[src/core/scan_seq_pkg.sv]
// Shared constants for the analog input scan sequencer.
package scan_seq_pkg;

  // ****************************************
  // Drum timing
  // ****************************************
  localparam int DIGIT_W = 5;
  localparam int SECTOR_W = 7;
  localparam logic [DIGIT_W-1:0] LAST_DIGIT_SLOT = 5'h14;
  localparam logic [DIGIT_W-1:0] FIRST_DIGIT_SLOT = 5'h01;
  localparam logic [SECTOR_W-1:0] FINAL_SECTOR = 7'h7F;
  localparam logic [SECTOR_W-1:0] MID_SECTOR = 7'h40;

  // ****************************************
  // Counters and converter
  // ****************************************
  localparam int SETTLE_W_MAX = 4;
  localparam int SETTLE_W_DEFAULT = 4;
  localparam int SELECT_W = 5;
  localparam int CONV_W = 10;

  // ****************************************
  // Register map (byte addresses)
  // ****************************************
  localparam int ADDR_W = 8;
  localparam logic [ADDR_W-1:0] CTRL_ADDR = 8'h00;
  localparam logic [ADDR_W-1:0] STATUS_ADDR = 8'h04;
  localparam logic [ADDR_W-1:0] CONV_ADDR = 8'h08;
  localparam logic [ADDR_W-1:0] LOCK_ADDR = 8'h0C;
  localparam int CTRL_ENABLE_BIT = 0;
  localparam int CTRL_FORCE_BIT = 1;
  localparam int CTRL_TESTLOCK_BIT = 2;
  localparam int CTRL_CONVCLR_BIT = 3;
  localparam logic [31:0] CTRL_RESET = 32'h0000_0000;
  localparam logic [1:0] RESP_OKAY = 2'h0;
  localparam logic [1:0] RESP_SLVERR = 2'h2;

  typedef enum logic [1:0] {GATE_OFF, GATE_FULL, GATE_REG} gate_mode_t;

endpackage

[src/core/analog_input_scan_sequencer.sv]
// Analog input scan sequencer with AXI4-Lite control.
`timescale 1ns/100ps

// How it works
// - Revolution counter steps once per revolution end
// - First revolution all zeros, last all ones
// - Four settle bits give fourteen settling revolutions
// - Optional three or two bits settle six/two
// - Guard cleared from last-rev end to mid-sector
// - No relay closes while guard cleared
// - Sector MSB sets guard; held until last-rev end
// - One relay per group forms selected set
// - Relay select counter five bits, no option
// - Select counter advances when guard sets
// - Close set on count and guard coincidence
// - Select counter runs full count except under test lock
// - Test lock holds scan on single input
// - Converter register bits from add-line comparison
// - Enable off forces all weight switches off
// - Enable and force make all switches conduct
// - Enable without force follows register bits
module analog_input_scan_sequencer #(
  parameter int SETTLE_W = scan_seq_pkg::SETTLE_W_DEFAULT
) (
  // Clock and reset
  input wire logic clk,
  input wire logic rst,
  // Drum timing
  input wire logic [scan_seq_pkg::DIGIT_W-1:0] digitCount,
  input wire logic [scan_seq_pkg::SECTOR_W-1:0] sectorCount,
  input wire logic timingTrackBit,
  // Converter
  input wire logic addLineDetector,
  input wire logic convLoad,
  input wire logic [3:0] convBitIndex,
  // Relay and weight outputs
  output logic [31:0] relayGate,
  output logic relayReleaseGuard,
  output logic [scan_seq_pkg::SELECT_W-1:0] relaySelectCount,
  output logic [scan_seq_pkg::CONV_W-1:0] weightSwitch,
  output logic firstRevolution,
  output logic lastRevolution,
  // AXI4-Lite write address
  input wire logic [scan_seq_pkg::ADDR_W-1:0] s_axi_awaddr,
  input wire logic s_axi_awvalid,
  output logic s_axi_awready,
  // AXI4-Lite write data
  input wire logic [31:0] s_axi_wdata,
  input wire logic [3:0] s_axi_wstrb,
  input wire logic s_axi_wvalid,
  output logic s_axi_wready,
  // AXI4-Lite write response
  output logic [1:0] s_axi_bresp,
  output logic s_axi_bvalid,
  input wire logic s_axi_bready,
  // AXI4-Lite read address
  input wire logic [scan_seq_pkg::ADDR_W-1:0] s_axi_araddr,
  input wire logic s_axi_arvalid,
  output logic s_axi_arready,
  // AXI4-Lite read data
  output logic [31:0] s_axi_rdata,
  output logic [1:0] s_axi_rresp,
  output logic s_axi_rvalid,
  input wire logic s_axi_rready
);

  // ****************************************
  // Input synchronisers
  // ****************************************
  logic [scan_seq_pkg::DIGIT_W-1:0] digitMeta_q, digit_q;
  logic [scan_seq_pkg::SECTOR_W-1:0] sectorMeta_q, sector_q;
  logic trackMeta_q, track_q, addMeta_q, add_q;

  always_ff @(posedge clk) begin
    if (rst) begin
      digitMeta_q <= '0;
      digit_q <= '0;
      sectorMeta_q <= '0;
      sector_q <= '0;
      trackMeta_q <= 1'b0;
      track_q <= 1'b0;
      addMeta_q <= 1'b0;
      add_q <= 1'b0;
    end else begin
      digitMeta_q <= digitCount;
      digit_q <= digitMeta_q;
      sectorMeta_q <= sectorCount;
      sector_q <= sectorMeta_q;
      trackMeta_q <= timingTrackBit;
      track_q <= trackMeta_q;
      addMeta_q <= addLineDetector;
      add_q <= addMeta_q;
    end
  end

  // ****************************************
  // Drum instants
  // ****************************************
  logic revEnd, slotPrev_q, revEndSeen_q, revEndPulse;
  logic guardSetPulse, msbPrev_q;

  // Digit and sector hold for a whole clock train, so act on the first cycle only.
  assign revEnd = (digit_q == scan_seq_pkg::LAST_DIGIT_SLOT) && (sector_q == scan_seq_pkg::FINAL_SECTOR);

  always_ff @(posedge clk) begin
    if (rst) begin
      slotPrev_q <= 1'b0;
      msbPrev_q <= 1'b0;
    end else begin
      slotPrev_q <= revEnd;
      msbPrev_q <= sector_q[scan_seq_pkg::SECTOR_W-1];
    end
  end

  assign revEndSeen_q = revEnd && !slotPrev_q;
  assign revEndPulse = revEndSeen_q && !track_q;
  assign guardSetPulse = sector_q[scan_seq_pkg::SECTOR_W-1] && !msbPrev_q
                         && digit_q == scan_seq_pkg::FIRST_DIGIT_SLOT;

  // ****************************************
  // Revolution counter
  // ****************************************
  logic firstRev, lastRev;

  settle_counter #(
    .WIDTH(SETTLE_W)
  ) u_settle (
    .clk(clk),
    .rst(rst),
    .revEnd(revEndPulse),
    .firstRev(firstRev),
    .lastRev(lastRev),
    .count()
  );

  // ****************************************
  // Relay-release guard and selection
  // ****************************************
  logic guard_q;
  logic [scan_seq_pkg::SELECT_W-1:0] select_q;
  logic [31:0] ctrl_q;
  logic [scan_seq_pkg::SELECT_W-1:0] lockSel_q;
  logic testLock;

  assign testLock = ctrl_q[scan_seq_pkg::CTRL_TESTLOCK_BIT];

  always_ff @(posedge clk) begin
    if (rst) begin
      guard_q <= 1'b0;
    end else if (revEndSeen_q && lastRev) begin
      guard_q <= 1'b0;
    end else if (guardSetPulse && firstRev) begin
      guard_q <= 1'b1;
    end
  end

  always_ff @(posedge clk) begin
    if (rst) begin
      select_q <= '0;
    end else if (testLock) begin
      select_q <= lockSel_q;
    end else if (guardSetPulse && firstRev && !guard_q) begin
      select_q <= select_q + 1'b1;
    end
  end

  function automatic logic [31:0] decodeSet(input logic [scan_seq_pkg::SELECT_W-1:0] sel, input logic en);
    decodeSet = '0;
    if (en) begin
      decodeSet[sel] = 1'b1;
    end
  endfunction

  logic [31:0] relay_q;

  always_ff @(posedge clk) begin
    if (rst) begin
      relay_q <= '0;
    end else begin
      relay_q <= decodeSet(select_q, guard_q);
    end
  end

  // ****************************************
  // Converter register and weight gates
  // ****************************************
  logic [scan_seq_pkg::CONV_W-1:0] convValue;
  logic [scan_seq_pkg::CONV_W-1:0] weight_q;
  logic convClear;
  scan_seq_pkg::gate_mode_t gateMode;

  conv_register u_conv (
    .clk(clk),
    .rst(rst),
    .clear(convClear),
    .load(convLoad),
    .bitIndex(convBitIndex),
    .compare(add_q),
    .value(convValue)
  );

  always_comb begin
    if (!ctrl_q[scan_seq_pkg::CTRL_ENABLE_BIT]) begin
      gateMode = scan_seq_pkg::GATE_OFF;
    end else if (ctrl_q[scan_seq_pkg::CTRL_FORCE_BIT]) begin
      gateMode = scan_seq_pkg::GATE_FULL;
    end else begin
      gateMode = scan_seq_pkg::GATE_REG;
    end
  end

  always_ff @(posedge clk) begin
    if (rst) begin
      weight_q <= '0;
    end else begin
      case (gateMode)
        scan_seq_pkg::GATE_OFF: weight_q <= '0;
        scan_seq_pkg::GATE_FULL: weight_q <= '1;
        scan_seq_pkg::GATE_REG: weight_q <= convValue;
        default: weight_q <= '0;
      endcase
    end
  end

  // ****************************************
  // AXI4-Lite slave
  // ****************************************
  logic [scan_seq_pkg::ADDR_W-1:0] awAddr_q;
  logic [31:0] wData_q;
  logic [3:0] wStrb_q;
  logic awHave_q, wHave_q, bValid_q, arReady_q, rValid_q, awReady_q, wReady_q;
  logic [1:0] bResp_q, rResp_q;
  logic [31:0] rData_q;
  logic doWrite, wrHit, clrPulse_q;

  assign doWrite = awHave_q && wHave_q && !bValid_q;
  assign wrHit = (awAddr_q == scan_seq_pkg::CTRL_ADDR) || (awAddr_q == scan_seq_pkg::LOCK_ADDR);
  assign convClear = clrPulse_q;

  always_ff @(posedge clk) begin
    if (rst) begin
      awHave_q <= 1'b0;
      awReady_q <= 1'b1;
      awAddr_q <= '0;
    end else if (s_axi_awvalid && !awHave_q) begin
      awHave_q <= 1'b1;
      awReady_q <= 1'b0;
      awAddr_q <= s_axi_awaddr;
    end else if (doWrite) begin
      awHave_q <= 1'b0;
      awReady_q <= 1'b1;
    end
  end

  always_ff @(posedge clk) begin
    if (rst) begin
      wHave_q <= 1'b0;
      wReady_q <= 1'b1;
      wData_q <= '0;
      wStrb_q <= '0;
    end else if (s_axi_wvalid && !wHave_q) begin
      wHave_q <= 1'b1;
      wReady_q <= 1'b0;
      wData_q <= s_axi_wdata;
      wStrb_q <= s_axi_wstrb;
    end else if (doWrite) begin
      wHave_q <= 1'b0;
      wReady_q <= 1'b1;
    end
  end

  always_ff @(posedge clk) begin
    if (rst) begin
      ctrl_q <= scan_seq_pkg::CTRL_RESET;
      lockSel_q <= '0;
      clrPulse_q <= 1'b0;
    end else begin
      clrPulse_q <= 1'b0;
      if (doWrite && wStrb_q[0]) begin
        if (awAddr_q == scan_seq_pkg::CTRL_ADDR) begin
          ctrl_q <= {28'h0000000, 1'b0, wData_q[2:0]};
          clrPulse_q <= wData_q[scan_seq_pkg::CTRL_CONVCLR_BIT];
        end else if (awAddr_q == scan_seq_pkg::LOCK_ADDR) begin
          lockSel_q <= wData_q[scan_seq_pkg::SELECT_W-1:0];
        end
      end
    end
  end

  always_ff @(posedge clk) begin
    if (rst) begin
      bValid_q <= 1'b0;
      bResp_q <= scan_seq_pkg::RESP_OKAY;
    end else if (doWrite) begin
      bValid_q <= 1'b1;
      bResp_q <= wrHit ? scan_seq_pkg::RESP_OKAY : scan_seq_pkg::RESP_SLVERR;
    end else if (s_axi_bready) begin
      bValid_q <= 1'b0;
    end
  end

  always_ff @(posedge clk) begin
    if (rst) begin
      arReady_q <= 1'b0;
      rValid_q <= 1'b0;
      rData_q <= '0;
      rResp_q <= scan_seq_pkg::RESP_OKAY;
    end else if (s_axi_arvalid && arReady_q) begin
      arReady_q <= 1'b0;
      rValid_q <= 1'b1;
      rResp_q <= scan_seq_pkg::RESP_OKAY;
      case (s_axi_araddr)
        scan_seq_pkg::CTRL_ADDR: rData_q <= ctrl_q;
        scan_seq_pkg::STATUS_ADDR: rData_q <= {24'h000000, firstRev, lastRev, guard_q, select_q};
        scan_seq_pkg::CONV_ADDR: rData_q <= {22'h0, convValue};
        scan_seq_pkg::LOCK_ADDR: rData_q <= {27'h0, lockSel_q};
        default: begin
          rData_q <= '0;
          rResp_q <= scan_seq_pkg::RESP_SLVERR;
        end
      endcase
    end else if (rValid_q) begin
      if (s_axi_rready) begin
        rValid_q <= 1'b0;
      end
    end else begin
      arReady_q <= 1'b1;
    end
  end

  // ****************************************
  // Outputs
  // ****************************************
  always_ff @(posedge clk) begin
    if (rst) begin
      firstRevolution <= 1'b0;
      lastRevolution <= 1'b0;
    end else begin
      firstRevolution <= firstRev;
      lastRevolution <= lastRev;
    end
  end

  assign relayGate = relay_q;
  assign relayReleaseGuard = guard_q;
  assign relaySelectCount = select_q;
  assign weightSwitch = weight_q;
  assign s_axi_awready = awReady_q;
  assign s_axi_wready = wReady_q;
  assign s_axi_bvalid = bValid_q;
  assign s_axi_bresp = bResp_q;
  assign s_axi_arready = arReady_q;
  assign s_axi_rvalid = rValid_q;
  assign s_axi_rdata = rData_q;
  assign s_axi_rresp = rResp_q;

endmodule

[src/core/settle_counter.sv]
// Revolution counter with a build-time width of 2, 3 or 4 flip flops.
`timescale 1ns/100ps
module settle_counter #(
  parameter int WIDTH = scan_seq_pkg::SETTLE_W_DEFAULT
) (
  // Clock and reset
  input wire logic clk,
  input wire logic rst,
  // Control
  input wire logic revEnd,
  // State
  output logic firstRev,
  output logic lastRev,
  output logic [scan_seq_pkg::SETTLE_W_MAX-1:0] count
);

  logic [WIDTH-1:0] count_q;

  always_ff @(posedge clk) begin
    if (rst) begin
      count_q <= '0;
    end else if (revEnd) begin
      count_q <= count_q + 1'b1;
    end
  end

  // Unbuilt top bits read as zero.
  always_comb begin
    count = '0;
    count[WIDTH-1:0] = count_q;
  end

  assign firstRev = (count_q == '0);
  assign lastRev = (count_q == '1);

endmodule

[src/core/conv_register.sv]
// Ten-bit converter register loaded bit by bit from the add-line comparison.
`timescale 1ns/100ps
module conv_register (
  // Clock and reset
  input wire logic clk,
  input wire logic rst,
  // Control
  input wire logic clear,
  input wire logic load,
  input wire logic [3:0] bitIndex,
  input wire logic compare,
  // Data
  output logic [scan_seq_pkg::CONV_W-1:0] value
);

  logic [scan_seq_pkg::CONV_W-1:0] value_q;

  genvar i;
  generate
    for (i = 0; i < scan_seq_pkg::CONV_W; i++) begin : g_bit
      always_ff @(posedge clk) begin
        // A bit loaded in the clearing cycle keeps its new value.
        if (rst) begin
          value_q[i] <= 1'b0;
        end else if (load && bitIndex == 4'(i)) begin
          value_q[i] <= compare;
        end else if (clear) begin
          value_q[i] <= 1'b0;
        end
      end
    end
  endgenerate

  assign value = value_q;

endmodule

[config.mk]
export PLATFORM = sky130hd
export DESIGN_NAME = analog_input_scan_sequencer
export DESIGN_NICKNAME = d
export VERILOG_FILES = /design/src/core/scan_seq_pkg.sv /design/src/core/analog_input_scan_sequencer.sv /design/src/core/settle_counter.sv /design/src/core/conv_register.sv
export SDC_FILE = /design/constraint.sdc
export NUM_CORES = 1
export LEC_CHECK = 0
export BUFFER_PORTS_ARGS = -buffer_cell sky130_fd_sc_hd__buf_4
export CORE_UTILIZATION = 25
export CTS_BUF_LIST = sky130_fd_sc_hd__clkbuf_4
export DETAILED_ROUTE_END_ITERATION = 10
export MAX_ROUTING_LAYER = met4
export PLACE_DENSITY = 0.44
export SLEW_MARGIN = 10
export SYNTH_ARGS = -nofsm -noshare
export SYNTH_HDL_FRONTEND = slang
export SYNTH_SLANG_ARGS = --single-unit
[constraint.sdc]
create_clock -name clk -period 4.5 [get_ports clk]
set_input_delay 0 -clock clk [delete_from_list [all_inputs] [get_ports clk]]
set_output_delay 0 -clock clk [all_outputs]
set_load 0.01 [all_outputs]
==> flow_summary_export.csv <==
group,metric,value,unit
outcome,status,"finished, final reports clean",
floorplan,coreArea,0.0195,sq mm
grt,grt_pass1_wl,19700,microns
setup_path,endpoint,"s_axi_rdata[0]",
power_and_ir_drop,power.density,314,mW/mm^2
floorplan,ios,169,
sta,fin_crit,3410,ps
floorplan,rows,51,
power_and_ir_drop,peakVddDrop,0.148,mV
grt,gr-total-overflow,0,
synth,ys_types,43,
setup_path,worst_r2r_path_depth,6,
layout,fill_cells,2052,
synth,synth_edf_count,0,
synth,syn-cell-area,0.00500,sq mm
layout,final_common_cell,"dfxtp_1",
layout,multi_input_area,0.00204,sq mm
setup_path,rrSetupSlack,1490,ps
setup_path,end_kind,"register",
power_and_ir_drop,power_switching,517,uW
routing,final_antenna_net_count,0,
synth,syn_inst,521,
sta,tns,0,ps
setup_path,cp-start-kind,"primary input",
place,dp_hpwl,8670,microns
power_and_ir_drop,seqPwrFrac,56.9,%
place,finalWeightedCongestion,0.788,
sta,fmax,293,MHz
cts,cts.hold.buffers_added,69,
floorplan,die_y,143,microns
sta,setup_violations,0,
setup_path,worstReg2RegStart,"s_axi_arready",
synth,syn_area_per_cell,9.59,sq um
run,drv_cap,0,
floorplan,die_w,143,microns
synth,synth_compound_area_share,5.71,%
grt,grt_max_degree,65,
layout,layout_common_cells,"136 x dfxtp_1, 115 x buf_4, 99 x nor2_1",
power_and_ir_drop,finalPower,2190,uW
sta,period_share,75.8,%
cts,path_clk_slew,120,ps
routing,avgRoutedWirePerCell,13.0,microns
floorplan,dieArea,0.0206,sq mm
setup_path,worstPathMaxFanout,6,
power_and_ir_drop,power.leakage,0.00286,uW
setup_path,critPathArrivalTime,3890,ps
grt,met1_usage,14.8,%
cts,root_buffer,"clkbuf_4",
cts,clk_latency,530,ps
layout,regArea,0.00272,sq mm
power_and_ir_drop,intPower,1670,uW
synth,muxShareOfSynthArea,6.01,%
sta,slew_headroom,46.0,%
floorplan,start_util,25.6,%
layout,design_area,0.00695,sq mm
synth,ys_seq_area_share,54.5,%
place,portBuffers,114,
synth,ys_top_cells_by_area,"dfxtp_1 54%, nor2_1 7.4%, nor2b_1 5.0%, mux2i_1 4.2%, buf_4 3.6%",
synth,synth.top_cell.area_share,54.5,%
routing,drt-total-wl,12700,microns
cts,post_cts_buffers,0,
synth,synth_ff_type,"dfxtp_1",
layout,fin_nets,781,
cts,cts_htree_levels,4,
sta,fin_ws,1090,ps
synth,synth-seq-cells,136,
routing,drt_iter0_markers,138,
cts,cts_made_buffers,17,
synth,yosys.area_share.xor_xnor,0.877,%
grt,grt_usage,13.1,%
synth,yosysWarnings,0,
setup_path,required,4980,ps
synth,synthAdderAreaFrac,1.50,%
place,place_area,0.00599,sq mm
synth,synthSimpleGateAreaFrac,25.0,%
grt,antenna_found_initial,2,
routing,firstDrtPassIters,4,
layout,finalNonFillerCells,976,
place,dp.cells,874,
power_and_ir_drop,combPwrFrac,7.8,%
setup_path,crit_start,"s_axi_araddr[5]",
setup_path,rr_endpoint,"s_axi_rdata[0]",
power_and_ir_drop,clkPwrFrac,35.3,%
power_and_ir_drop,switching_share,23.7,%
synth,yosys.area.top_type,"dfxtp_1",
grt,first_global_vias,3985,
synth,synthArstFlopShare,0,%
sta,finalMaxSlewViolations,0,
place,post-place-ws,2510,ps
routing,routed_via_density,4.17,
setup_path,path_class,"primary input to register",
cts,clock-sinks,136,
sta,skew,16.8,ps
sta,worst_pin_slew,808,ps
synth,synth_top_family_by_area,"simple AND/OR/NAND/NOR gates",
grt,grtUsageMet2,21.5,%
layout,layout-drive-gt1-share,22.7,%
cts,cts_tree,"yes",
grt,use_met3,3.93,%
cts,cts_resized,0,
routing,drc,0,
layout,syn2layout_area_growth,39.1,%
grt,grt-busiest-layer,"met2",
routing,vias,4066,
sta,grt_setup_unrepaired,"false",
min_path,hold_path.class,"primary input to register",
sta,hold_viol,0,
cts,ctsLongestPathBuffers,2,
## cell type report
class | count | area share, %
Multi-Input combinational cell | 350 | 29.4
Clock buffer | 21 | 2.27
Tap cell | 265 | 4.77
Inverter | 8 | 0.432
Timing Repair Buffer | 184 | 22.4
Clock inverter | 10 | 1.51
Antenna cell | 2 | 0.0720
Sequential cell | 136 | 39.2
## power by group through the flow
stage | logic (uW) | registers (uW) | clock network [uW]
2_1_floorplan | 90.1 | 1270 | 0
3_3_place_gp | 129 | 1270 | 0
3_5_place_dp | 131 | 1270 | 0
4_1_cts | 171 | 1240 | 805
5_1_grt | 187 | 1250 | 870
6_report | 170 | 1240 | 771
## layer usage
layer  part of all wire [%]  vias up
met4                    1.8        0
met3                    4.8       17
met2                     49      111
met5                      0        -
li1                       -     2047
met1                     45     1891
## registers in the layout (all words and copies together) (netlist names), 3 cells and up
| name | count |
|---|---|
| digitMeta_q | 5 |
| relayGate | 32 |
| weightSwitch | 10 |
| wData_q | 5 |
| lockSel_q | 5 |
| u_conv.value | 10 |
| sectorMeta_q | 7 |
| s_axi_rdata | 10 |
| relaySelectCount | 5 |
| u_settle.count | 4 |
| ctrl_q | 3 |
| digit_q | 5 |
| sector_q | 7 |
| awAddr_q | 8 |
## worst max-delay path, stage by stage
cell and delay [ps]:
dlygate4sd3_1 540, buf_4 130, or4_1 530, dlygate4sd3_1 600
nor4_2 460, dlygate4sd3_1 860, a22oi_1 100, dlygate4sd3_1 580
nor2_1 80
## stage by stage
stage          util, %  hold slack, ps
2_1_floorplan        -             110
4_1_cts           35.6             162
5_1_grt           35.6             148
6_report          35.6             218
3_3_place_gp      30.7             205
3_5_place_dp      30.7             214
## worst min-delay path by stage
stage | from | endpoint | slack [ps] | cells past startpoint
final | s_axi_wvalid | wHave_q | 220 | 3
after global placement | s_axi_wvalid | wHave_q | 210 | 2
after detailed placement | s_axi_wvalid | wHave_q | 210 | 2
after global routing | timingTrackBit | trackMeta_q | 150 | 3
after floorplan | s_axi_awvalid | awHave_q | 110 | 1
after CTS | sectorCount[5] | sectorMeta_q[5] | 160 | 3
## cells by family (layout without fill, tap and decap cells)
family / after synthesis / count (layout)
AOI/OAI and AO/OA: 45 / 45
xor gates and xnor gates: 5 / 5
adders and majority gates: 6 / 6
buffers and inverters: 58 / 223
DFF: 136 / 136
muxes: 26 / 26
other: 1 / 26
and+or+nand+nor: 244 / 244
## cells in the mapped netlist (2+ instances only)
cell,n
a211oi_1,6
a21oi_1,20
a22o_1,4
a22oi_1,7
and2_1,2
buf_4,24
clkbuf_1,25
dfxtp_1,136
ha_1,6
inv_1,7
mux2_2,2
mux2i_1,21
mux4_2,3
nand2_1,34
nand2b_1,7
nand3_1,7
nand3b_1,10
nand4_1,6
nand4b_1,3
nor2_1,99
nor2b_1,40
nor3_1,7
nor3b_1,4
nor4_1,6
nor4_2,2
o21a_1,2
o21ai_0,4
or3_1,3
or3b_2,6
xnor2_1,5
No activity file was read; power rests on OpenSTA's default activity.
